File: src/hw/power_arb_pkg.sv
// Function
// RULE_01 - off requests win, no gating at all; code gates watchdog by its enable and ADC by its unmask
// RULE_02 - cleared off request lets on request act
// RULE_03 - shared delay 0/1/2/4 s, some immediate
// RULE_04 - each off request carries a reset level
// RULE_05 - shutdown runs to-off sequence, stays off
// RULE_06 - cold restart adds off-to-active unless gated
// RULE_07 - watchdog off at reset, lockable, delayed
// RULE_08 - keep-on cleared needs hold pin low too
// RULE_09 - hold pin low needs keep-on bit clear too
// RULE_10 - sleep request blocked by pending interrupt
// RULE_11 - wake only from sleep, interrupt or pin
// RULE_12 - sleep and direct pin polarity configurable
// RULE_13 - unassigned resource always stays active
// RULE_14 - sleep-pin-only resources follow the sequence
// RULE_15 - direct-pin resources switch immediately
// RULE_16 - both pins: sleep only when both inactive
// RULE_17 - direct resources all switch together
// RULE_18 - host toggles sleep pin twice after restart
// RULE_19 - host toggles sleep polarity low-high-low
// RULE_20 - only five legal power transitions
// RULE_21 - on request gated by supply, heat, pins
// RULE_22 - no new transition while sequence runs
// RULE_23 - new sleep assignment waits for sleep entry
package power_arb_pkg;

	// time base
	localparam int CLK_HZ     = 200_000_000;  // system clock rate
	localparam int DLY_UNIT_S = 1;            // one step of switch-off delay, seconds
	localparam int MAX_DLY_S  = 4;            // longest switch-off delay, seconds
	localparam int SEC_CYCLES = CLK_HZ * DLY_UNIT_S;
	localparam int DLY_W      = 3;            // width of a delay in seconds

	// switch-off delay select code to seconds
	localparam logic [DLY_W-1:0] DLY_SEL_S [4] = '{3'h0, 3'h1, 3'h2, 3'h4};

	// synchronised pin indices
	localparam int N_PIN      = 6;
	localparam int PIN_BUTTON = 0;
	localparam int PIN_PDOWN  = 1;
	localparam int PIN_RSTIN  = 2;
	localparam int PIN_HOLD   = 3;
	localparam int PIN_SLEEP  = 4;
	localparam int PIN_DIRECT = 5;

	// off request sources, lower index wins
	localparam int N_SRC      = 9;
	localparam int SRC_W      = 4;
	localparam int SRC_BUTTON = 0;
	localparam int SRC_PDOWN  = 1;
	localparam int SRC_WDOG   = 2;
	localparam int SRC_THERM  = 3;
	localparam int SRC_RSTIN  = 4;
	localparam int SRC_SWRST  = 5;
	localparam int SRC_HOST   = 6;
	localparam int SRC_LOWSUP = 7;
	localparam int SRC_ADC    = 8;

	// sources that wait for the shared switch-off delay
	localparam logic [N_SRC-1:0] DELAYED_SRC = 9'h117;

	// reset level and action encodings
	localparam logic LVL_HARDWARE  = 1'b1;
	localparam logic LVL_SWITCHOFF = 1'b0;
	localparam logic ACT_SHUTDOWN  = 1'b0;
	localparam logic ACT_RESTART   = 1'b1;

	typedef enum logic [3:0] {
		ST_OFF    = 4'h1,
		ST_ACTIVE = 4'h2,
		ST_SLEEP  = 4'h4,
		ST_SEQ    = 4'h8
	} pstate_type;

	typedef enum logic [4:0] {
		SEQ_NONE = 5'h00,
		SEQ_O2A  = 5'h01,
		SEQ_A2O  = 5'h02,
		SEQ_A2S  = 5'h04,
		SEQ_S2A  = 5'h08,
		SEQ_S2O  = 5'h10
	} seq_type;

	// lowest active index, zero when none
	function automatic logic [SRC_W-1:0] firstSrc(input logic [N_SRC-1:0] v);
		logic [SRC_W-1:0] idx;
		idx = '0;
		for (int i = N_SRC - 1; i >= 0; i--) begin
			if (v[i]) begin
				idx = SRC_W'(i);
			end
		end
		return idx;
	endfunction

endpackage

File: src/hw/off_delay_timer.sv
`timescale 1ns/100ps
// counts whole seconds while a delayed off request stands
module off_delay_timer #(
	parameter int SEC_CYCLES = power_arb_pkg::SEC_CYCLES
) (
	input  wire logic       clk_sys,
	input  wire logic       rstn,
	input  wire logic       run,
	input  wire logic [1:0] delaySel,
	output logic            expired
);
	localparam int PW = (SEC_CYCLES > 2) ? $clog2(SEC_CYCLES) : 1;
	localparam int DLY_W = power_arb_pkg::DLY_W;  // seconds counter width

	// a one-cycle second is meaningless for the prescaler
	if (SEC_CYCLES < 2) begin : g_bad_sec
		$error("SEC_CYCLES must be at least 2");
	end

	logic [PW-1:0]                       preCnt_r;   // cycles within a second
	logic [power_arb_pkg::DLY_W-1:0]     secCnt_r;   // whole seconds elapsed
	logic [power_arb_pkg::DLY_W-1:0]     target;     // seconds wanted
	logic                                secTick;    // one-cycle second enable

	assign target  = power_arb_pkg::DLY_SEL_S[delaySel];
	assign secTick = (preCnt_r == PW'(SEC_CYCLES - 1));

	// prescaler, restarts whenever the request drops
	always_ff @(posedge clk_sys or negedge rstn) begin
		if (!rstn) begin
			preCnt_r <= '0;
		end else if (!run || secTick) begin
			preCnt_r <= '0;
		end else begin
			preCnt_r <= preCnt_r + 1'b1;
		end
	end

	// seconds counter, saturates at the longest delay
	always_ff @(posedge clk_sys or negedge rstn) begin
		if (!rstn) begin
			secCnt_r <= '0;
		end else if (!run) begin
			secCnt_r <= '0;
		end else if (secTick && secCnt_r < DLY_W'(power_arb_pkg::MAX_DLY_S)) begin
			secCnt_r <= secCnt_r + 1'b1;
		end
	end

	// zero delay expires one cycle after the request appears
	always_ff @(posedge clk_sys or negedge rstn) begin
		if (!rstn) begin
			expired <= 1'b0;
		end else begin
			expired <= run && (secCnt_r >= target);
		end
	end
endmodule

File: src/hw/power_state_request_arbiter.sv
`timescale 1ns/100ps
// arbitrates off, on, sleep and wake requests for the power controller
module power_state_request_arbiter #(
	parameter int SEC_CYCLES = power_arb_pkg::SEC_CYCLES,  // cycles per delay step
	parameter int N_RES      = 8                            // controlled resources
) (
	input  wire logic                              clk_sys,
	input  wire logic                              rstn,
	// pins, asynchronous to clk_sys
	input  wire logic                              powerButtonPin,
	input  wire logic                              powerDownPin,
	input  wire logic                              resetInPin,
	input  wire logic                              hostHoldPin,
	input  wire logic                              sleepRequestPin,
	input  wire logic                              directModePin,
	// internal events, same clock
	input  wire logic                              thermalShutdown,
	input  wire logic                              lowSupplyEvent,
	input  wire logic                              adcShutdownEvent,
	input  wire logic                              adcShutdownUnmask,
	input  wire logic                              watchdogTimeout,
	input  wire logic                              supplySenseLow,
	input  wire logic                              hotDie,
	input  wire logic                              onRequest,
	input  wire logic                              irqPending,
	// configuration and control bits
	input  wire logic                              hostKeepOnBit,
	input  wire logic                              softwareResetBit,
	input  wire logic [1:0]                        switchOffDelay,
	input  wire logic [power_arb_pkg::N_SRC-1:0]   offResetLevelCfg,
	input  wire logic [power_arb_pkg::N_SRC-1:0]   offRestartCfg,
	input  wire logic                              powerDownPolarity,
	input  wire logic                              resetInPolarity,
	input  wire logic                              sleepPinPolarityBit,
	input  wire logic                              directPinPolarity,
	input  wire logic                              sleepPinUnmask,
	input  wire logic                              watchdogEnableBit,
	input  wire logic                              watchdogLockBit,
	input  wire logic [N_RES-1:0]                  sleepPinResourceAssign,
	input  wire logic [N_RES-1:0]                  directPinResourceAssign,
	// power sequencer handshake
	input  wire logic                              seqDone,
	output power_arb_pkg::pstate_type              powerState,
	output power_arb_pkg::seq_type                 seqKind,
	output logic                                   seqStart,
	output logic                                   resetLevel,
	output logic [N_RES-1:0]                       resourceActive,
	output logic                                   watchdogEnabled
);
	// every output below is driven from a flip-flop

	// resource count must be at least one
	if (N_RES < 1) begin : g_bad_res
		$error("N_RES must be at least 1");
	end

	logic [power_arb_pkg::N_PIN-1:0] pinRaw;       // pins in one vector
	logic [power_arb_pkg::N_PIN-1:0] syncA_r;      // first synchroniser stage
	logic [power_arb_pkg::N_PIN-1:0] pin_r;        // synchronised pins
	logic [power_arb_pkg::N_SRC-1:0] offRaw;       // off requests as they stand
	logic [power_arb_pkg::N_SRC-1:0] offNow;       // off requests ready to act
	logic [power_arb_pkg::SRC_W-1:0] offSrc;       // winning source
	logic                            delayedReq;   // any delayed source present
	logic                            dlyExpired;   // shared delay elapsed
	logic                            offTaken;     // an off request acts now
	logic                            stable;       // active or sleep, no sequence running
	logic                            onGate;       // on requests are blocked
	logic                            pdownActive;  // power-down pin asserted
	logic                            rstinActive;  // reset-in pin asserted
	logic                            sleepActive;  // sleep pin asserted
	logic                            directActive; // direct pin asserted
	logic                            sleepReq;     // unmasked sleep request
	logic                            wakeReq;      // wake request
	logic                            srcLevel;     // level of winning source
	logic                            srcAction;    // action of winning source
	logic                            keepArmed_r;  // host has acknowledged power-on
	logic                            restart_r;    // cold restart pending
	logic                            wdEnable_r;   // watchdog running
	logic                            wdLock_r;     // watchdog control frozen
	logic [N_RES-1:0]                effSleep_r;   // sleep assignment in force
	logic                            seqSleep_r;   // sequenced resources asleep
	power_arb_pkg::pstate_type       state_r;
	power_arb_pkg::seq_type          kind_r;

	assign pinRaw = {directModePin, sleepRequestPin, hostHoldPin,
		resetInPin, powerDownPin, powerButtonPin};

	// two-stage synchroniser per pin
	for (genvar p = 0; p < power_arb_pkg::N_PIN; p++) begin : g_sync
		always_ff @(posedge clk_sys or negedge rstn) begin
			if (!rstn) begin
				syncA_r[p] <= 1'b0;
				pin_r[p]   <= 1'b0;
			end else begin
				syncA_r[p] <= pinRaw[p];
				pin_r[p]   <= syncA_r[p];
			end
		end
	end

	// polarity bit gives the asserted level of the power-down, reset-in and sleep pins; the direct pin asserts at the other level
	assign pdownActive  = ~(pin_r[power_arb_pkg::PIN_PDOWN] ^ powerDownPolarity);
	assign rstinActive  = ~(pin_r[power_arb_pkg::PIN_RSTIN] ^ resetInPolarity);
	assign sleepActive  = ~(pin_r[power_arb_pkg::PIN_SLEEP] ^ sleepPinPolarityBit); // RULE_12
	assign directActive = pin_r[power_arb_pkg::PIN_DIRECT] ^ directPinPolarity;     // RULE_12
	assign sleepReq     = sleepActive && sleepPinUnmask;
	assign wakeReq      = irqPending || !sleepActive; // RULE_11
	assign stable       = (state_r == power_arb_pkg::ST_ACTIVE) ||
		(state_r == power_arb_pkg::ST_SLEEP);
	assign onGate = supplySenseLow || hotDie || pdownActive || rstinActive; // RULE_21

	// off request sources
	always_comb begin
		offRaw = '0;
		offRaw[power_arb_pkg::SRC_BUTTON] = !pin_r[power_arb_pkg::PIN_BUTTON];
		offRaw[power_arb_pkg::SRC_PDOWN]  = pdownActive;
		offRaw[power_arb_pkg::SRC_WDOG]   = watchdogTimeout && wdEnable_r; // RULE_07
		offRaw[power_arb_pkg::SRC_THERM]  = thermalShutdown;
		offRaw[power_arb_pkg::SRC_RSTIN]  = rstinActive;
		offRaw[power_arb_pkg::SRC_SWRST]  = softwareResetBit;
		// either keep-on bit or hold pin alone keeps the device up
		offRaw[power_arb_pkg::SRC_HOST]   = keepArmed_r && !hostKeepOnBit && // RULE_08
			!pin_r[power_arb_pkg::PIN_HOLD]; // RULE_09
		offRaw[power_arb_pkg::SRC_LOWSUP] = lowSupplyEvent;
		offRaw[power_arb_pkg::SRC_ADC]    = adcShutdownEvent && adcShutdownUnmask;
	end

	// immediate sources act at once, delayed ones after the shared delay
	assign delayedReq = |(offRaw & power_arb_pkg::DELAYED_SRC);
	assign offNow = (offRaw & ~power_arb_pkg::DELAYED_SRC) |
		(offRaw & power_arb_pkg::DELAYED_SRC & {power_arb_pkg::N_SRC{dlyExpired}}); // RULE_03
	assign offTaken = |offNow; // RULE_01
	assign offSrc   = power_arb_pkg::firstSrc(offNow);

	// button is hardware-level shutdown, host release switch-off shutdown
	always_comb begin
		srcLevel  = offResetLevelCfg[offSrc];
		srcAction = offRestartCfg[offSrc];
		if (offSrc == power_arb_pkg::SRC_W'(power_arb_pkg::SRC_BUTTON)) begin
			srcLevel  = power_arb_pkg::LVL_HARDWARE;
			srcAction = power_arb_pkg::ACT_SHUTDOWN;
		end else if (offSrc == power_arb_pkg::SRC_W'(power_arb_pkg::SRC_HOST)) begin
			srcLevel  = power_arb_pkg::LVL_SWITCHOFF;
			srcAction = power_arb_pkg::ACT_SHUTDOWN;
		end
	end

	// shared delay only counts in a settled powered state
	off_delay_timer #(
		.SEC_CYCLES (SEC_CYCLES)
	) u_delay (
		.clk_sys    (clk_sys),
		.rstn       (rstn),
		.run        (delayedReq && stable), // RULE_03
		.delaySel   (switchOffDelay),
		.expired    (dlyExpired)
	);

	// watchdog control, frozen once locked
	always_ff @(posedge clk_sys or negedge rstn) begin
		if (!rstn) begin
			wdEnable_r <= 1'b0; // RULE_07
			wdLock_r   <= 1'b0;
		end else if (!wdLock_r) begin
			wdEnable_r <= watchdogEnableBit; // RULE_07
			wdLock_r   <= watchdogLockBit;
		end
	end

	// host release only counts after the host has once held power
	always_ff @(posedge clk_sys or negedge rstn) begin
		if (!rstn) begin
			keepArmed_r <= 1'b0;
		end else if (state_r == power_arb_pkg::ST_OFF) begin
			keepArmed_r <= 1'b0;
		end else if (hostKeepOnBit || pin_r[power_arb_pkg::PIN_HOLD]) begin
			keepArmed_r <= 1'b1;
		end
	end

	// power state machine, only legal transitions are started
	always_ff @(posedge clk_sys or negedge rstn) begin
		if (!rstn) begin
			state_r    <= power_arb_pkg::ST_OFF;
			kind_r     <= power_arb_pkg::SEQ_NONE;
			seqStart   <= 1'b0;
			restart_r  <= 1'b0;
			resetLevel <= power_arb_pkg::LVL_SWITCHOFF;
		end else begin
			seqStart <= 1'b0;
			case (state_r)
				power_arb_pkg::ST_OFF: begin
					if (restart_r) begin
						// cold restart skipped when a gating condition stands
						restart_r <= 1'b0;
						if (!onGate) begin // RULE_06
							state_r  <= power_arb_pkg::ST_SEQ;
							kind_r   <= power_arb_pkg::SEQ_O2A; // RULE_20
							seqStart <= 1'b1;
						end
					end else if (onRequest && !onGate && !(|offRaw)) begin // RULE_02
						state_r  <= power_arb_pkg::ST_SEQ; // RULE_21
						kind_r   <= power_arb_pkg::SEQ_O2A;
						seqStart <= 1'b1;
					end
				end
				power_arb_pkg::ST_ACTIVE: begin
					if (offTaken) begin // RULE_01
						state_r    <= power_arb_pkg::ST_SEQ;
						kind_r     <= power_arb_pkg::SEQ_A2O; // RULE_05
						seqStart   <= 1'b1;
						resetLevel <= srcLevel; // RULE_04
						restart_r  <= (srcAction == power_arb_pkg::ACT_RESTART);
					end else if (sleepReq && !irqPending) begin // RULE_10
						state_r  <= power_arb_pkg::ST_SEQ;
						kind_r   <= power_arb_pkg::SEQ_A2S;
						seqStart <= 1'b1;
					end
				end
				power_arb_pkg::ST_SLEEP: begin
					if (offTaken) begin // RULE_01
						state_r    <= power_arb_pkg::ST_SEQ;
						kind_r     <= power_arb_pkg::SEQ_S2O; // RULE_05
						seqStart   <= 1'b1;
						resetLevel <= srcLevel; // RULE_04
						restart_r  <= (srcAction == power_arb_pkg::ACT_RESTART);
					end else if (wakeReq) begin // RULE_11
						state_r  <= power_arb_pkg::ST_SEQ;
						kind_r   <= power_arb_pkg::SEQ_S2A;
						seqStart <= 1'b1;
					end
				end
				power_arb_pkg::ST_SEQ: begin
					// requests wait until the sequence reports done
					if (seqDone) begin // RULE_22
						case (kind_r)
							power_arb_pkg::SEQ_O2A: state_r <= power_arb_pkg::ST_ACTIVE;
							power_arb_pkg::SEQ_S2A: state_r <= power_arb_pkg::ST_ACTIVE;
							power_arb_pkg::SEQ_A2S: state_r <= power_arb_pkg::ST_SLEEP;
							default:                state_r <= power_arb_pkg::ST_OFF;
						endcase
					end
				end
				default: begin
					state_r <= power_arb_pkg::ST_OFF;
				end
			endcase
		end
	end

	// sleep assignment only takes effect when a sleep entry starts
	always_ff @(posedge clk_sys or negedge rstn) begin
		if (!rstn) begin
			effSleep_r <= '0;
		end else if (state_r == power_arb_pkg::ST_ACTIVE && !offTaken &&
			sleepReq && !irqPending) begin
			effSleep_r <= sleepPinResourceAssign; // RULE_23
		end
	end

	// sequenced resources sleep once the sleep sequence is done
	always_ff @(posedge clk_sys or negedge rstn) begin
		if (!rstn) begin
			seqSleep_r <= 1'b0;
		end else if (state_r == power_arb_pkg::ST_SEQ && seqDone) begin
			seqSleep_r <= (kind_r == power_arb_pkg::SEQ_A2S); // RULE_14
		end
	end

	// per-resource mode from its two assignments
	for (genvar r = 0; r < N_RES; r++) begin : g_res
		always_ff @(posedge clk_sys or negedge rstn) begin
			if (!rstn) begin
				resourceActive[r] <= 1'b1;
			end else begin
				case ({directPinResourceAssign[r], effSleep_r[r]})
					2'h1:    resourceActive[r] <= !seqSleep_r;                 // RULE_14
					2'h2:    resourceActive[r] <= directActive;                // RULE_15
					2'h3:    resourceActive[r] <= !seqSleep_r || directActive; // RULE_16
					default: resourceActive[r] <= 1'b1;                        // RULE_13
				endcase
			end
		end
	end

	assign powerState      = state_r;
	assign seqKind         = kind_r;
	assign watchdogEnabled = wdEnable_r;

	// checks
	chk_off_wins: assert property (@(posedge clk_sys) disable iff (!rstn) // RULE_01
		state_r == power_arb_pkg::ST_ACTIVE && offTaken |=>
		seqStart && kind_r == power_arb_pkg::SEQ_A2O)
		else $error("off request did not start active-to-off");

	chk_immediate_off: assert property (@(posedge clk_sys) disable iff (!rstn) // RULE_03
		state_r == power_arb_pkg::ST_SLEEP && thermalShutdown |=>
		seqStart && kind_r == power_arb_pkg::SEQ_S2O)
		else $error("thermal shutdown was delayed");

	chk_delay_holds: assert property (@(posedge clk_sys) disable iff (!rstn) // RULE_03
		state_r == power_arb_pkg::ST_ACTIVE && $rose(delayedReq) &&
		!(|(offRaw & ~power_arb_pkg::DELAYED_SRC)) && switchOffDelay != 2'h0 |=>
		!seqStart [*2])
		else $error("delayed off request acted early");

	chk_button_level: assert property (@(posedge clk_sys) disable iff (!rstn) // RULE_04
		stable && offTaken && offSrc == power_arb_pkg::SRC_W'(power_arb_pkg::SRC_BUTTON) |=>
		resetLevel == power_arb_pkg::LVL_HARDWARE && !restart_r)
		else $error("button off lost its hardware reset level");

	chk_cold_restart: assert property (@(posedge clk_sys) disable iff (!rstn) // RULE_06
		state_r == power_arb_pkg::ST_OFF && restart_r && !onGate |=>
		seqStart && kind_r == power_arb_pkg::SEQ_O2A)
		else $error("cold restart did not start off-to-active");

	chk_wdog_quiet: assert property (@(posedge clk_sys) disable iff (!rstn) // RULE_07
		!wdEnable_r |-> !offRaw[power_arb_pkg::SRC_WDOG])
		else $error("disabled watchdog raised an off request");

	chk_host_hold: assert property (@(posedge clk_sys) disable iff (!rstn) // RULE_08
		hostKeepOnBit || pin_r[power_arb_pkg::PIN_HOLD] |->
		!offRaw[power_arb_pkg::SRC_HOST])
		else $error("host release while still held");

	chk_irq_blocks: assert property (@(posedge clk_sys) disable iff (!rstn) // RULE_10
		state_r == power_arb_pkg::ST_ACTIVE && irqPending |=>
		!(seqStart && kind_r == power_arb_pkg::SEQ_A2S))
		else $error("sleep entered with interrupt pending");

	chk_wake_source: assert property (@(posedge clk_sys) disable iff (!rstn) // RULE_11
		seqStart && kind_r == power_arb_pkg::SEQ_S2A |->
		$past(state_r) == power_arb_pkg::ST_SLEEP)
		else $error("wake sequence outside sleep");

	chk_seq_busy: assert property (@(posedge clk_sys) disable iff (!rstn) // RULE_22
		state_r == power_arb_pkg::ST_SEQ && !seqDone |=> !seqStart)
		else $error("transition started during a sequence");

	chk_unassigned: assert property (@(posedge clk_sys) disable iff (!rstn) // RULE_13
		1'b1 |=> (~($past(directPinResourceAssign) | $past(effSleep_r)) &
		~resourceActive) == '0)
		else $error("unassigned resource left active mode");

	chk_direct_group: assert property (@(posedge clk_sys) disable iff (!rstn) // RULE_17
		1'b1 |=> ((($past(directPinResourceAssign) & ~$past(effSleep_r))) &
		(resourceActive ^ {N_RES{$past(directActive)}})) == '0)
		else $error("direct resources did not switch together");
endmodule

File: config.mk
export PLATFORM = sky130hd
export DESIGN_NAME = power_state_request_arbiter
export DESIGN_NICKNAME = d
export VERILOG_FILES = /design/src/hw/power_arb_pkg.sv /design/src/hw/off_delay_timer.sv /design/src/hw/power_state_request_arbiter.sv
export SDC_FILE = /design/constraint.sdc
export NUM_CORES = 1
export LEC_CHECK = 0
export ABC_AREA = 1
export BUFFER_PORTS_ARGS = -buffer_cell sky130_fd_sc_hd__buf_4
export CAP_MARGIN = 5
export CORE_MARGIN = 2
export CORE_UTILIZATION = 50
export DETAILED_ROUTE_END_ITERATION = 7
export HOLD_SLACK_MARGIN = 0.08
export PLACE_DENSITY = 0.82
export SLEW_MARGIN = 0
export SYNTH_ARGS = -nofsm -noshare
export SYNTH_HDL_FRONTEND = slang
export SYNTH_SLANG_ARGS = --single-unit
File: constraint.sdc
create_clock -name clk_sys -period 3.9 [get_ports clk_sys]
set_input_delay 0.585 -clock clk_sys [delete_from_list [all_inputs] [get_ports clk_sys]]
set_output_delay 0.585 -clock clk_sys [all_outputs]
set_load 0.1 [all_outputs]
==> flow_results.xml <==
<?xml version="1.0" encoding="UTF-8"?>
<metrics>
  <group name="detailed_routing">
    <metric name="drt-total-wl" unit="um">9180</metric>
    <metric name="initialDrtViolationCount" unit="">203</metric>
    <metric name="detail_route.drc_violations" unit="">0</metric>
    <metric name="route.detailed.vias_per_inst" unit="">5.12</metric>
    <metric name="detail-route-antenna-nets" unit="">0</metric>
    <metric name="route.detailed.wl_per_inst" unit="um">13.2</metric>
    <metric name="first_pass_iters" unit="">5</metric>
    <metric name="num_vias" unit="">3551</metric>
  </group>
  <group name="setup_path">
    <metric name="critical-path-top-cell-by-count" unit="">sky130_fd_sc_hd__nand2_1</metric>
    <metric name="timing.critical_path.slowest_cell_delay" unit="ns">0.39</metric>
    <metric name="path_max_fanout" unit="">22</metric>
    <metric name="reg2regPathDepth" unit="">10</metric>
    <metric name="critical_path.cell_chain" unit="">ha_1 -&gt; nand2_1 -&gt; nor2_1 -&gt; nand2_2 -&gt; nor3_1 -&gt; nand2_1 -&gt; nand2_4 -&gt; inv_2 -&gt; o21ai_0 -&gt; a21oi_1</metric>
    <metric name="cp_data_required_time" unit="ns">4.13</metric>
    <metric name="cp-endpoint" unit="">u_delay.preCnt_r[10]</metric>
    <metric name="timing.critical_path.to_type" unit="">flip-flop</metric>
    <metric name="critical_path.startpoint" unit="">u_delay.preCnt_r[0]</metric>
    <metric name="worst-endpoint-arrival" unit="ns">2.25</metric>
    <metric name="worstSetupStartpointType" unit="">flip-flop</metric>
    <metric name="critPathKind" unit="">flip-flop to flip-flop</metric>
    <metric name="cp_slowest_cell" unit="">sky130_fd_sc_hd__dfrtp_1</metric>
    <metric name="beginning_of_the_worst_register_to_register_path" unit="">u_delay.preCnt_r[0]</metric>
    <metric name="reg2reg_setup_slack" unit="ns">1.88</metric>
    <metric name="worstReg2RegEnd" unit="">u_delay.preCnt_r[10]</metric>
  </group>
  <group name="hold_path">
    <metric name="hold_class" unit="">input pin to flip-flop</metric>
  </group>
  <group name="synth">
    <metric name="async_flop_share" unit="%">100</metric>
    <metric name="syn_area" unit="mm2">0.00409</metric>
    <metric name="yosys_warnings" unit="">0</metric>
    <metric name="synth_top_family_by_area" unit="">simple AND/OR/NAND/NOR gates</metric>
    <metric name="ys_top_cells_by_area" unit="">sky130_fd_sc_hd__dfrtp_1 41%, sky130_fd_sc_hd__nand2_1 9.5%, sky130_fd_sc_hd__inv_1 6.0%, sky130_fd_sc_hd__dfstp_2 5.8%, sky130_fd_sc_hd__nor2_1 5.8%</metric>
    <metric name="yosys-top-cells-count" unit="">103 x sky130_fd_sc_hd__nand2_1, 67 x sky130_fd_sc_hd__dfrtp_1, 65 x sky130_fd_sc_hd__inv_1, 63 x sky130_fd_sc_hd__nor2_1, 34 x sky130_fd_sc_hd__nand3_1</metric>
    <metric name="post_synth_and_or_nand_nor_area_fraction" unit="%">32.0</metric>
    <metric name="synth_edf_count" unit="">0</metric>
    <metric name="synth_compound_gate_area_share" unit="%">7.99</metric>
    <metric name="synth.mux.area_fraction" unit="%">0.276</metric>
    <metric name="synth_seq_area_share" unit="%">46.8</metric>
    <metric name="synth-adder-area-share" unit="%">1.53</metric>
    <metric name="yosys.area.top_type_share" unit="%">41.0</metric>
    <metric name="count_leader_synth" unit="">sky130_fd_sc_hd__nand2_1</metric>
    <metric name="synth_cells" unit="">501</metric>
    <metric name="synth_fp_nets" unit="">569</metric>
    <metric name="synth-seq-cells" unit="">76</metric>
    <metric name="yosys.cell_types.count" unit="">40</metric>
    <metric name="synthesis.area_per_instance" unit="um2">8.15</metric>
    <metric name="synth_flop_cell" unit="">sky130_fd_sc_hd__dfrtp_1</metric>
    <metric name="synth_xor_xnor_area_share" unit="%">3.64</metric>
    <metric name="netlist.top_cell.by_area" unit="">sky130_fd_sc_hd__dfrtp_1</metric>
  </group>
  <group name="floorplanning">
    <metric name="total_die_area" unit="mm2">0.00891</metric>
    <metric name="floorplan.initialDensity" unit="%">52.3</metric>
    <metric name="die_h" unit="um">94.4</metric>
    <metric name="die_width" unit="um">94.4</metric>
    <metric name="io_pins" unit="">83</metric>
    <metric name="core" unit="mm2">0.00781</metric>
    <metric name="core.rowCount" unit="">32</metric>
  </group>
  <group name="placement">
    <metric name="place.port_buffers" unit="">78</metric>
    <metric name="place_area" unit="mm2">0.00476</metric>
    <metric name="hpwl" unit="um">6850</metric>
    <metric name="placement.setup.worst_slack" unit="ns">1.86</metric>
    <metric name="gp_congestion" unit="">0.972</metric>
  </group>
  <group name="clocking">
    <metric name="cts_root_buf" unit="">sky130_fd_sc_hd__clkbuf_8</metric>
    <metric name="cts_tree" unit="">done</metric>
    <metric name="postCtsHoldBufs" unit="">0</metric>
    <metric name="cts.repair.resized" unit="">0</metric>
    <metric name="cts_post_setup_buffers_inserted" unit="">0</metric>
    <metric name="clock_sinks" unit="">76</metric>
    <metric name="cts.path.max_buffers" unit="">2</metric>
    <metric name="insertion_delay" unit="ns">0.36</metric>
    <metric name="worst_setup_hold_path_clk_slew" unit="ns">0.09</metric>
    <metric name="cts_buffers" unit="">9</metric>
    <metric name="htree_levels" unit="">3</metric>
  </group>
  <group name="final_layout">
    <metric name="num-nets-final" unit="">655</metric>
    <metric name="fillerInstances" unit="">643</metric>
    <metric name="diodes" unit="">0</metric>
    <metric name="drive_gt1_share" unit="%">25.0</metric>
    <metric name="areaGrowthSynthToFinish" unit="%">22.3</metric>
    <metric name="final_area" unit="mm2">0.00500</metric>
  </group>
  <group name="global_route">
    <metric name="grt_first_pass_wirelength" unit="um">15800</metric>
    <metric name="first_global_vias" unit="">3689</metric>
    <metric name="overflow" unit="">0</metric>
    <metric name="track_usage" unit="%">22.1</metric>
    <metric name="antenna_found_initial" unit="">0</metric>
    <metric name="maximum_number_of_pins_on_one_net_before_global_route_repair" unit="">77</metric>
  </group>
  <group name="sta">
    <metric name="post-route-min-period" unit="ns">2.02</metric>
    <metric name="grt_setup_unrepaired" unit="">false</metric>
    <metric name="finalWorstSetupSlack" unit="ns">1.88</metric>
    <metric name="tns" unit="ns">0</metric>
    <metric name="finalHoldViolations" unit="">0</metric>
    <metric name="hold-worst-slack" unit="ns">0.329</metric>
    <metric name="fin_skew" unit="ns">0.0129</metric>
    <metric name="fin_max_slew_vios" unit="">0</metric>
    <metric name="max_freq" unit="GHz">0.495</metric>
    <metric name="finalSetupViolCount" unit="">0</metric>
    <metric name="final_min_period_over_clock_period" unit="%">51.8</metric>
    <metric name="worst_slew_margin_rel" unit="%">37.4</metric>
    <metric name="timing_worst_slew_pin_value" unit="ns">0.940</metric>
  </group>
  <group name="outcome">
    <metric name="status" unit="">complete, no violations</metric>
  </group>
  <group name="pwr">
    <metric name="p_leak" unit="nW">2.31</metric>
    <metric name="cellPowerDensity" unit="mW/mm2">373</metric>
    <metric name="vdd_drop_max" unit="mV">0.218</metric>
  </group>
  <group name="job">
    <metric name="max_cap_viol_count" unit="">0</metric>
  </group>
</metrics>
## power by group
part           switching (mW)  internal (mW)  leakage, nW
registers              0.0223          0.824        0.982
clock network           0.309          0.385        0.117
logic                   0.227         0.0950         1.21
## layout by cell type (no fill, tap or decap), types with 4 or more instances in the layout
master                     Yosys  routed
sky130_fd_sc_hd__nor3_1       14      14
sky130_fd_sc_hd__nand4_1      14      14
sky130_fd_sc_hd__o21ai_0      16      16
sky130_fd_sc_hd__a21oi_1      21      21
sky130_fd_sc_hd__xnor2_1       5       5
sky130_fd_sc_hd__inv_2         6       6
sky130_fd_sc_hd__buf_4         0      78
sky130_fd_sc_hd__nand2_1     103     103
sky130_fd_sc_hd__clkbuf_8      0      10
sky130_fd_sc_hd__nor4_1        6       6
sky130_fd_sc_hd__nor2_2        6       6
sky130_fd_sc_hd__nand3_1      34      34
sky130_fd_sc_hd__nor2_1       63      63
sky130_fd_sc_hd__nand3_2       6       6
sky130_fd_sc_hd__inv_1        65      65
sky130_fd_sc_hd__o21ai_1       8       8
sky130_fd_sc_hd__dfstp_2       9       9
sky130_fd_sc_hd__xor2_1       12      12
sky130_fd_sc_hd__dfrtp_1      67      67
sky130_fd_sc_hd__ha_1          5       5
sky130_fd_sc_hd__nand2_2       4       4
## flip-flops by register name, summed over array words and instances, names as in the netlist, 3 cells and up
name	cells
effSleep_r	8
powerState	4
seqKind	5
u_delay.secCnt_r	3
syncA_r	6
pin_r	6
resourceActive	8
u_delay.preCnt_r	28
## layer usage
layer	track usage, %	routed length [um]	vias to the layer above
met1	27.6	3940	1649
met4	7.49	159	0
met5	0	0	-
met2	38.6	4590	99
li1	-	-	1789
met3	4.15	489	14
## stage by stage
stage | utilization [%] | cells | total power, mW
final | 64.0 | 694 | 1.86
after global routing | 64.0 | 694 | 1.94
after CTS | 64.0 | 694 | 1.88
after detailed placement | 61.0 | 678 | 1.18
after global placement | 61.0 | 678 | 1.18
after floorplan | - | 501 | 1.07
## critical path, delay by kind of cell, from the launching register on
kind / cells / cell delay, ns
simple gates: 6 / 1.05
flops: 1 / 0.39
compound gates: 2 / 0.14
buf+inv: 1 / 0.11
fa+ha+maj: 1 / 0.20
## cells by family after synthesis
logic type | count (synthesis)
XOR/XNOR | 17
adder cells (fa/ha/maj) | 5
buffers and inverters | 77
AND/OR/NAND/NOR | 268
AO/OA/AOI/OAI | 57
flip-flops | 76
multiplexers | 1
## worst min-delay path by stage
stage | startpoint | cells after the start | end
floorplan | rstn | 0 | effSleep_r[0]
global placement | syncA_r[4] | 0 | pin_r[4]
detailed placement | syncA_r[4] | 0 | pin_r[4]
CTS | powerDownPin | 1 | syncA_r[1]
global route | powerButtonPin | 1 | syncA_r[0]
finish | powerButtonPin | 1 | syncA_r[0]
## cell type report
| class | count | area [um2] | area share, % |
|---|---|---|---|
| clock buffers | 10 | 138 | 2.75 |
| clock inverters | 6 | 95.1 | 1.90 |
| inverters | 74 | 283 | 5.66 |
| multi-input cells | 348 | 1860 | 37.1 |
| flip-flops and latches | 76 | 1910 | 38.3 |
| well taps | 102 | 128 | 2.55 |
| repair buffers | 78 | 586 | 11.7 |
Note: power is estimated with default switching activity, not from simulation.
